$ cat config.mk
export PLATFORM = sky130hd
export DESIGN_NAME = icw_top
export DESIGN_NICKNAME = d
export VERILOG_FILES = /design/src/inc/icw_pkg.sv /design/src/rtl/icw_onehot.sv /design/src/rtl/icw_sync.sv /design/src/rtl/icw_top.sv
export SDC_FILE = /design/constraint.sdc
export NUM_CORES = 1
export LEC_CHECK = 0
export BUFFER_PORTS_ARGS = -buffer_cell sky130_fd_sc_hd__buf_2
export CORE_MARGIN = 5
export CORE_UTILIZATION = 43
export CTS_BUF_LIST = sky130_fd_sc_hd__clkbuf_8
export CTS_CLUSTER_DIAMETER = 80
export DETAILED_ROUTE_END_ITERATION = 6
export GPL_TIMING_DRIVEN = 1
export MAX_ROUTING_LAYER = met4
export PLACE_DENSITY = 0.67
export SLEW_MARGIN = 20
export SYNTH_ARGS = -nofsm -noshare
export SYNTH_HDL_FRONTEND = slang
export SYNTH_SLANG_ARGS = --single-unit
$ cat constraint.sdc
create_clock -name i_ref_clk -period 1.5 [get_ports i_ref_clk]
set_input_delay 0.075 -clock i_ref_clk [delete_from_list [all_inputs] [get_ports i_ref_clk]]
set_output_delay 0.075 -clock i_ref_clk [all_outputs]
set_load 0.005 [all_outputs]
$ cat src/inc/icw_pkg.sv
package icw_pkg;

  // Identify word indices served by this block.
  localparam logic [7:0] ICW_W63 = 8'h3F;
  localparam logic [7:0] ICW_W64 = 8'h40;
  localparam logic [7:0] ICW_W80 = 8'h50;
  localparam logic [7:0] ICW_W82 = 8'h52;
  localparam logic [7:0] ICW_W83 = 8'h53;
  localparam logic [7:0] ICW_W85 = 8'h55;
  localparam logic [7:0] ICW_W86 = 8'h56;
  localparam logic [7:0] ICW_W88 = 8'h58;
  localparam logic [7:0] ICW_W89 = 8'h59;
  localparam logic [7:0] ICW_W93 = 8'h5D;

  // Fixed word contents.
  localparam logic [15:0] ICW_W64_VAL = 16'h0003;
  localparam logic [15:0] ICW_W80_VAL = 16'h003E;
  localparam logic [15:0] ICW_W82_VAL = 16'h346B;
  localparam logic [15:0] ICW_W83_VAL = 16'h4108;
  localparam logic [15:0] ICW_ZERO = 16'h0000;

  // Supported transfer modes, thermometer coded in the low bits.
  localparam logic [2:0] ICW_MDMA_SUP = 3'h7;
  localparam logic [5:0] ICW_UDMA_SUP = 6'h3F;
  localparam int ICW_SEL_LSB = 8;

  // Enable bit positions of words 85 and 86.
  localparam int ICW_W85_RDBUF = 13;
  localparam int ICW_W85_WRBUF = 12;
  localparam int ICW_W85_HPA = 10;
  localparam int ICW_W85_LOOK = 6;
  localparam int ICW_W85_WCACHE = 5;
  localparam int ICW_W85_PM = 3;
  localparam int ICW_W85_SEC = 1;
  localparam int ICW_W85_SMART = 0;
  localparam int ICW_W86_AAM = 9;
  localparam int ICW_W86_MAXPW = 8;
  localparam int ICW_W86_APM = 3;

  // Security erase times for the capacity variants.
  localparam logic [15:0] ICW_ERASE_8MIN = 16'h0004;
  localparam logic [15:0] ICW_ERASE_16MIN = 16'h0008;
  localparam logic [15:0] ICW_ERASE_32MIN = 16'h0010;

  // Word 93 layout.
  localparam logic [1:0] ICW_W93_TOP = 2'h1;
  localparam logic [4:0] ICW_W93_D0_HI = 5'h00;
  localparam logic [7:0] ICW_W93_D1_LO = 8'h00;

  typedef enum logic [1:0] {
    ICW_CAP_SMALL = 2'b00,
    ICW_CAP_MID = 2'b01,
    ICW_CAP_LARGE = 2'b10,
    ICW_CAP_NONE = 2'b11
  } icw_cap_t;

  typedef enum logic [1:0] {
    ICW_HOW_RSVD = 2'b00,
    ICW_HOW_JUMPER = 2'b01,
    ICW_HOW_CSEL = 2'b10,
    ICW_HOW_OTHER = 2'b11
  } icw_how_t;

endpackage

$ cat src/rtl/icw_onehot.sv
module icw_onehot #(
  parameter int N = 3,
  parameter int W = 2
) (
  // Selected mode
  input wire logic i_active,
  input wire logic [W-1:0] i_mode,
  // One bit per mode
  output logic [N-1:0] o_onehot
);

  // Codes beyond the last mode select nothing.
  always_comb begin
    o_onehot = '0;
    for (int i = 0; i < N; i++) begin
      if (i_active && (i_mode == W'(i))) begin
        o_onehot[i] = 1'b1;
      end
    end
  end

endmodule

$ cat src/rtl/icw_sync.sv
module icw_sync
  import icw_pkg::*;
(
  // Clock and reset
  input wire logic i_ref_clk,
  input wire logic i_rst_n,
  // Pin side and filtered level
  input wire logic i_pin,
  output logic o_level
);

  typedef struct packed {
    logic s1;
    logic s2;
    logic s3;
    logic level;
  } icw_sync_t;

  icw_sync_t q;
  icw_sync_t d;

  // A change is accepted only once the second and third stage agree.
  always_comb begin
    d = q;
    d.s1 = i_pin;
    d.s2 = q.s1;
    d.s3 = q.s2;
    if (q.s2 == q.s3) begin
      d.level = q.s3;
    end
  end

  always_ff @(posedge i_ref_clk or negedge i_rst_n) begin
    if (!i_rst_n) begin
      q <= '0;
    end else begin
      q <= d;
    end
  end

  assign o_level = q.level;

endmodule

$ cat src/rtl/icw_top.sv
module icw_top
  import icw_pkg::*;
(
  // Clock and reset
  input wire logic i_ref_clk,
  input wire logic i_rst_n,
  // Hardware reset in progress and straps, from pins
  input wire logic i_hw_reset,
  input wire logic i_cable_detect,
  input wire logic i_dev1_cfg,
  // Reset results from the drive's own reset logic
  input wire logic i_dev1_pdiag,
  input wire logic [1:0] i_devnum_how,
  input wire logic [7:0] i_dev0_result,
  // Current transfer mode selection
  input wire logic i_mdma_active,
  input wire logic [1:0] i_mdma_mode,
  input wire logic i_udma_active,
  input wire logic [2:0] i_udma_mode,
  // Feature enable levels
  input wire logic i_rdbuf_en,
  input wire logic i_wrbuf_en,
  input wire logic i_hpa_en,
  input wire logic i_lookahead_en,
  input wire logic i_wcache_en,
  input wire logic i_pm_en,
  input wire logic i_sec_en,
  input wire logic i_smart_en,
  input wire logic i_aam_en,
  input wire logic i_maxpw_en,
  input wire logic i_apm_en,
  // Capacity variant
  input wire logic [1:0] i_capacity,
  // Word read port
  input wire logic i_rd_en,
  input wire logic [7:0] i_rd_word,
  output logic [15:0] o_rd_data,
  output logic o_rd_valid,
  output logic o_rd_hit
);

  typedef struct packed {
    logic [2:0] mdma_sel;
    logic [5:0] udma_sel;
    logic [15:0] w85;
    logic [15:0] w86;
    logic [15:0] w89;
    logic cable;
    logic [12:0] w93_lo;
    logic [15:0] rd_data;
    logic rd_valid;
    logic rd_hit;
  } icw_state_t;

  icw_state_t q;
  icw_state_t d;

  logic hwrst_s;
  logic cable_s;
  logic dev1_s;
  logic [2:0] mdma_oh;
  logic [5:0] udma_oh;
  logic [12:0] w93_capture;
  logic [15:0] w63;
  logic [15:0] w88;
  logic [15:0] w93;
  icw_how_t how;

  // Pins from outside the clock domain pass the three-stage filter.
  icw_sync u_sync_rst (
    .i_ref_clk(i_ref_clk),
    .i_rst_n(i_rst_n),
    .i_pin(i_hw_reset),
    .o_level(hwrst_s)
  );

  icw_sync u_sync_cable (
    .i_ref_clk(i_ref_clk),
    .i_rst_n(i_rst_n),
    .i_pin(i_cable_detect),
    .o_level(cable_s)
  );

  icw_sync u_sync_dev1 (
    .i_ref_clk(i_ref_clk),
    .i_rst_n(i_rst_n),
    .i_pin(i_dev1_cfg),
    .o_level(dev1_s)
  );

  icw_onehot #(
    .N(3),
    .W(2)
  ) u_mdma_dec (
    .i_active(i_mdma_active),
    .i_mode(i_mdma_mode),
    .o_onehot(mdma_oh)
  );

  icw_onehot #(
    .N(6),
    .W(3)
  ) u_udma_dec (
    .i_active(i_udma_active),
    .i_mode(i_udma_mode),
    .o_onehot(udma_oh)
  );

  // The reserved method code is never reported; an unknown method is.
  always_comb begin
    how = icw_how_t'(i_devnum_how);
    if (how == ICW_HOW_RSVD) begin
      how = ICW_HOW_OTHER;
    end
  end

  // Reset result as it would be recorded this cycle.
  always_comb begin
    if (dev1_s) begin
      w93_capture = {1'b0, i_dev1_pdiag, how, 1'b1,
                     ICW_W93_D1_LO};
    end else begin
      w93_capture = {ICW_W93_D0_HI, i_dev0_result};
    end
  end

  // Assembled words; reserved fields are tied to zero.
  always_comb begin
    w63 = ICW_ZERO;
    w63[ICW_SEL_LSB +: 3] = q.mdma_sel;
    w63[2:0] = ICW_MDMA_SUP;
    w88 = ICW_ZERO;
    w88[ICW_SEL_LSB +: 6] = q.udma_sel;
    w88[5:0] = ICW_UDMA_SUP;
    w93 = {ICW_W93_TOP, q.cable, q.w93_lo};
  end

  always_comb begin
    d = q;
    d.mdma_sel = mdma_oh;
    d.udma_sel = udma_oh;

    d.w85 = ICW_ZERO;
    d.w85[ICW_W85_RDBUF] = i_rdbuf_en;
    d.w85[ICW_W85_WRBUF] = i_wrbuf_en;
    d.w85[ICW_W85_HPA] = i_hpa_en;
    d.w85[ICW_W85_LOOK] = i_lookahead_en;
    d.w85[ICW_W85_WCACHE] = i_wcache_en;
    d.w85[ICW_W85_PM] = i_pm_en;
    d.w85[ICW_W85_SEC] = i_sec_en;
    d.w85[ICW_W85_SMART] = i_smart_en;

    d.w86 = ICW_ZERO;
    d.w86[ICW_W86_AAM] = i_aam_en;
    d.w86[ICW_W86_MAXPW] = i_maxpw_en;
    d.w86[ICW_W86_APM] = i_apm_en;

    unique case (icw_cap_t'(i_capacity))
      ICW_CAP_SMALL: d.w89 = ICW_ERASE_8MIN;
      ICW_CAP_MID: d.w89 = ICW_ERASE_16MIN;
      ICW_CAP_LARGE: d.w89 = ICW_ERASE_32MIN;
      ICW_CAP_NONE: d.w89 = ICW_ZERO;
    endcase

    // The result word is frozen outside a hardware reset, so a host that
    // reads it later sees what the last reset found, not the live pins.
    if (hwrst_s) begin
      d.w93_lo = w93_capture;
      d.cable = cable_s;
    end

    d.rd_valid = i_rd_en;
    d.rd_hit = 1'b0;
    d.rd_data = ICW_ZERO;
    if (i_rd_en) begin
      d.rd_hit = 1'b1;
      unique case (i_rd_word)
        ICW_W63: d.rd_data = w63;
        ICW_W64: d.rd_data = ICW_W64_VAL;
        ICW_W80: d.rd_data = ICW_W80_VAL;
        ICW_W82: d.rd_data = ICW_W82_VAL;
        ICW_W83: d.rd_data = ICW_W83_VAL;
        ICW_W85: d.rd_data = q.w85;
        ICW_W86: d.rd_data = q.w86;
        ICW_W88: d.rd_data = w88;
        ICW_W89: d.rd_data = q.w89;
        ICW_W93: d.rd_data = w93;
        default: begin
          d.rd_hit = 1'b0;
        end
      endcase
    end
  end

  always_ff @(posedge i_ref_clk or negedge i_rst_n) begin
    if (!i_rst_n) begin
      q <= '0;
    end else begin
      q <= d;
    end
  end

  assign o_rd_data = q.rd_data;
  assign o_rd_valid = q.rd_valid;
  assign o_rd_hit = q.rd_hit;

endmodule

==> results of run 1 <==
-- state kept, by name, indices dropped and copies added (netlist names) --
name / cells
o_rd_valid: 1
u_sync_dev1.q: 1
u_sync_rst.o_level: 1
o_rd_data: 15
u_sync_cable.q: 1
u_sync_dev1.d: 2
u_sync_rst.q: 1
u_sync_rst.d: 2
u_sync_dev1.o_level: 1
u_sync_cable.o_level: 1
q: 36
o_rd_hit: 1
u_sync_cable.d: 2
-- timing repair --
action / in CTS / in global routing
hold buffers: 39 / 0
hold endpoints to repair: 101 / 0
resized for setup: 2 / 0
buffers inserted: 0 / 0
endpoints found under the setup margin: 1 / 0
-- worst max-delay path: stages, from the launching register on --
cell,delay (ns)
dfrtp_1,0.33
or4bb_1,0.47
a31oi_1,0.23
a2111oi_2,0.08
a211oi_2,0.21
-- area by class of cell --
| type | count | area [um^2] |
|---|---|---|
| Clock buffer | 10 | 138 |
| Sequential cell | 65 | 1630 |
| Inverter | 16 | 60.1 |
| Fill cell | 539 | 2560 |
| Clock inverter | 6 | 42.5 |
| Multi-Input combinational cell | 127 | 986 |
| Timing Repair Buffer | 119 | 913 |
| Tap cell | 77 | 96.3 |
-- worst max-delay path by stage --
stage	end	cells after the start
after global routing	q[81]	6
after floorplan	o_rd_data[3]	4
final	o_rd_data[3]	4
after global placement	o_rd_data[8]	7
after detailed placement	o_rd_data[8]	7
after CTS	o_rd_data[3]	4
-- metal layers --
layer	share of wire	routed length, um	track usage
met5	0	0	-
met4	0.017	114	0.0705
met3	0.045	295	0.0319
met2	0.53	3450	0.290
met1	0.41	2680	0.206
-- kinds of logic (layout without fill, tap and decap cells) --
kind of cell	count (synthesis)	after routing
AOI/OAI and AO/OA	47	47
xor gates and xnor gates	2	2
adders and majority gates	3	3
buffers and inverters	47	151
DFF	65	65
muxes	6	6
other	1	1
and+or+nand+nor	68	68
-- per-stage QoR --
stage / power (W) / std cells
final: 0.00367 / 420
after global routing: 0.00385 / 420
after CTS: 0.00371 / 420
after detailed placement: 0.00231 / 366
after global placement: 0.00230 / 366
after floorplan: 0.00212 / 239
-- report_power, final --
group	switching [W]	total, W	internal [W]
clock network	0.000675	0.00132	0.000646
logic	0.000196	0.000430	0.000234
registers	0.0000626	0.00192	0.00185
-- layout by cell type (no fill, tap or decap), types with 4 or more instances in the layout --
cell / count
nand4bb_1: 4
nor2_1: 10
buf_2: 61
nor3_1: 6
nand3b_1: 10
mux2_2: 6
a221oi_1: 9
inv_1: 16
dfrtp_1: 65
dlygate4sd3_1: 39
nand2_1: 8
clkbuf_8: 10
buf_12: 6
o21ai_0: 10
a211oi_2: 5
a211oi_1: 6
buf_4: 13
==> reports/summary.txt, run 1 <==
Outcome - completed
Period utilisation layout - 0.925
Hold_sp - i_mdma_mode[1]
Post-synth EDFFs - 0
Final Util - 0.601
Largest family of logic cells by synthesized area - simple AND/OR/NAND/NOR gates
CP max FO - 1
Later-pin clock latency in the skew report - 0.33 ns
1st-iter DRT viols - 133
# nets final - 383
Synth Cell Area - 2890 um^2
Share of layout cells above drive strength 1 - 0.356
IO Port Bufs - 61
Post-route minimum period - 1.39 ns
VDD IR max - 488 uV
Main area contributors after synthesis - dfrtp_1 56%, buf_4 5.5%, a221oi_1 2.7%
Hold depth - 2
Max Freq - 721 MHz
Clock root cell - clkbuf_8
Largest net degree at the start of global routing - 66
Final GP Congestion - 0.825
Adder-cell share of the synthesized area - 0.0104
Hold endpoint - q[87]
CTS Sinks - 65
Simple-Gate Fraction of Synth Area - 0.163
Mapped Cells - 239
Maxcap violations - 0
Pre-CTS setup slack - -0.0494 ns
Syn. warnings - 0
Antenna violations before repair - 0
Initial Util - 0.449
XOR/XNOR Fraction of Synth Area - 0.00607
Type of origin of the critical path - register
Most common cell in the synthesized netlist - dfrtp_1
Register area share after synthesis - 0.564
LEAKAGE - 1.75 nW
RR Startpoint - q[51]
Layout Skew - 0.00576 ns
DPL Wire Length - 4540 um
Final instance area - 3860 um^2
Detail Route Antenna Nets - 0
Critical path origin - q[51]
Area grow syn2layout - 33.8%
Distinct cells, synth - 44
Critical path type - register to register
FFs w/ async S/R, synth - 1.00
Top_reg_cell synth - dfrtp_1
Detailed-route wire length - 6540 um
Area after DPL - 3290 um^2
Synth Register Bits - 65
DR vias - 2157
Worst min path class - input pin to register
H-tree Lvls - 3
DRC - 0
First-pass GRT wire length - 11000 um
CTS Buf Count - 9
First drt pass iteration count - 4
Area fraction in compound gates after synthesis - 0.136
Die Ht - 91.9 um
I/O Pins - 63
Register-to-Register Path Depth - 4
Setup violators final - 0
Yosys top cell area share - 0.564
CP arrival - 1.64 ns
GR Overflow Total - 0
Syn Area/Cell - 12.1 um^2
Multiplexer area fraction after synthesis - 0.0234
Power per Cell Area - 950 nW/um^2
WP data required - 1.75 ns
Final setup margin - 0.112 ns
Wire per inst - 15.6 um
Vias in the first global route - 2263
Vias per Instance - 5.14
Endpoint type of the worst setup path - register
Die ar. - 8450 um^2
TritonCTS clock tree - done
TNS Setup - 0 ns
Critical R2R Capture - o_rd_data[3]
Cell Rows - 29
RSZ-0062 raised after global routing - false
Clock Path Buffers - 2
Worst R2R Setup Slack - 0.11 ns
Core area - 6420 um^2
Die width - 91.9 um
N_diodes - 0
Worst-path clk slew - 0.07 ns
Worst hold margin - 0.0362 ns
Synth top cells by count - 65 x dfrtp_1, 21 x buf_4, 16 x inv_1
Largest area contributor in the netlist - dfrtp_1
Hold Vio Cnt, Final - 0
Total Routing Usage GR - 0.173
Synth Net Count - 284
Final number of max-transition violations - 0
Note: power is estimated with default switching activity, not from simulation.
==> run 2, diff against run 1 <==
Settings changed: CORE_ASPECT_RATIO set to 1.2.
==> reports/summary.txt, run 2 (synthesis results as in run 1) <==
Vias per Instance - 5.06
Final number of max-transition violations - 0
First drt pass iteration count - 4
Pre-CTS setup slack - -0.0269 ns
Post-Place Cells - 374
LEAKAGE - 1.75 nW
Final instance area - 3850 um^2
Core area - 6490 um^2
WP data required - 1.76 ns
Largest reg by FF count - q
Setup Buffers After CTS - 0
Worst-path clk slew - 0.07 ns
Commonest non-fill, non-tap cell in the layout - dfrtp_1
Cell Rows - 32
DPL Wire Length - 4430 um
Detailed-route wire length - 6300 um
CTS Sinks - 65
VDD IR max - 560 uV
Number of flip-flops under the largest register name - 36
Endpoint type of the worst setup path - register
Final GP Congestion - 0.866
Initial Util - 0.445
Wire per inst - 14.9 um
Hold Vio Cnt, Final - 0
TritonCTS clock tree - done
Total Routing Usage GR - 0.165
Period utilisation layout - 0.928
DR vias - 2140
Critical path type - register to register
Die width - 84.8 um
Power per Cell Area - 1020 nW/um^2
Final setup margin - 0.108 ns
Clock Path Buffers - 2
RSZ-0062 raised after global routing - false
Largest net degree at the start of global routing - 27
I/O Pins - 63
Layout Skew - 0.00596 ns
Area grow syn2layout - 33.6%
DRC - 0
H-tree Lvls - 3
Most frequent cells in the layout - 65 x dfrtp_1, 61 x buf_2, 33 x dlygate4sd3_1
# nets final - 378
Type of origin of the critical path - register
Area after DPL - 3290 um^2
Later-pin clock latency in the skew report - 0.34 ns
Pwr Total - 0.00393 W
1st-iter DRT viols - 81
First-pass GRT wire length - 10400 um
Share of layout cells above drive strength 1 - 0.367
Max Freq - 719 MHz
N_diodes - 0
Antenna violations before repair - 0
Die Ht - 99.8 um
Detail Route Antenna Nets - 0
Post-route minimum period - 1.39 ns
Non-Filler Instances - 423
CP arrival - 1.65 ns
IO Port Bufs - 61
Clock root cell - clkbuf_8
CTS Buf Count - 9
Die ar. - 8460 um^2
Maxcap violations - 0
Setup violators final - 0
Outcome - completed
GR Overflow Total - 0
CP max FO - 1
Worst min path class - input pin to register
Vias in the first global route - 2209
==> run 2: report_power, final <==
group | internal [W] | switching, W | leakage [nW]
clock | 0.000937 | 0.000661 | 0.115
sequential | 0.00185 | 0.0000683 | 0.830
combinational | 0.000219 | 0.000195 | 0.808
==> run 2: layout make-up <==
cell class	count	area, um^2
clock inverter	7	95.1
timing repair buffer	114	848
sequential	65	1630
clock buffer	9	124
multi-input combinational	127	995
tap	85	106
inverter	16	60.1
fill	574	2630
==> run 2: what timing repair did <==
item,CTS,global route
gates resized for setup,0,4
hold buffers,33,0
endpoints found under the setup margin,0,2
endpoints found under the hold margin,49,0
==> run 2: worst max-delay path, stage by stage, from the launching register on <==
cell and delay (ns):
dfrtp_1 0.31, or4bb_1 0.40, a31oi_2 0.22, a2111oi_2 0.05
buf_4 0.16, a211oi_2 0.17
==> run 2: path summary, 6_finish.rpt <==
check                      cells past startpoint  slack, ns                    to             start
min in group asynchronous                      2       0.24  u_sync_cable.o_level           i_rst_n
max in group asynchronous                      3       0.75          o_rd_data[4]           i_rst_n
min                                            3       0.01                 q[22]  i_dev0_result[4]
max                                            5       0.11          o_rd_data[3]             q[51]
min reg2reg                                    0       0.36       u_sync_rst.d[1]   u_sync_rst.d[2]
max reg2reg                                    5       0.11          o_rd_data[3]             q[51]
==> run 2: per-stage QoR <==
stage,utilization,hold slack (ns),TNS (ns)
after floorplan,-,-0.221,0
after global placement,0.507,0.0439,-0.0774
after detailed placement,0.507,0.0517,-0.0269
after CTS,0.592,0.00389,0
after global routing,0.594,0.00906,0
final,0.594,0.0113,0
==> run 2: metal layers <==
| layer | GRT usage | wire length, um | up-vias |
|---|---|---|---|
| met3 | 0.0315 | 322 | 12 |
| met1 | 0.196 | 2620 | 1039 |
| met4 | 0.0731 | 118 | 0 |
| met2 | 0.271 | 3240 | 62 |
| li1 | - | - | 1027 |
| met5 | - | 0 | - |
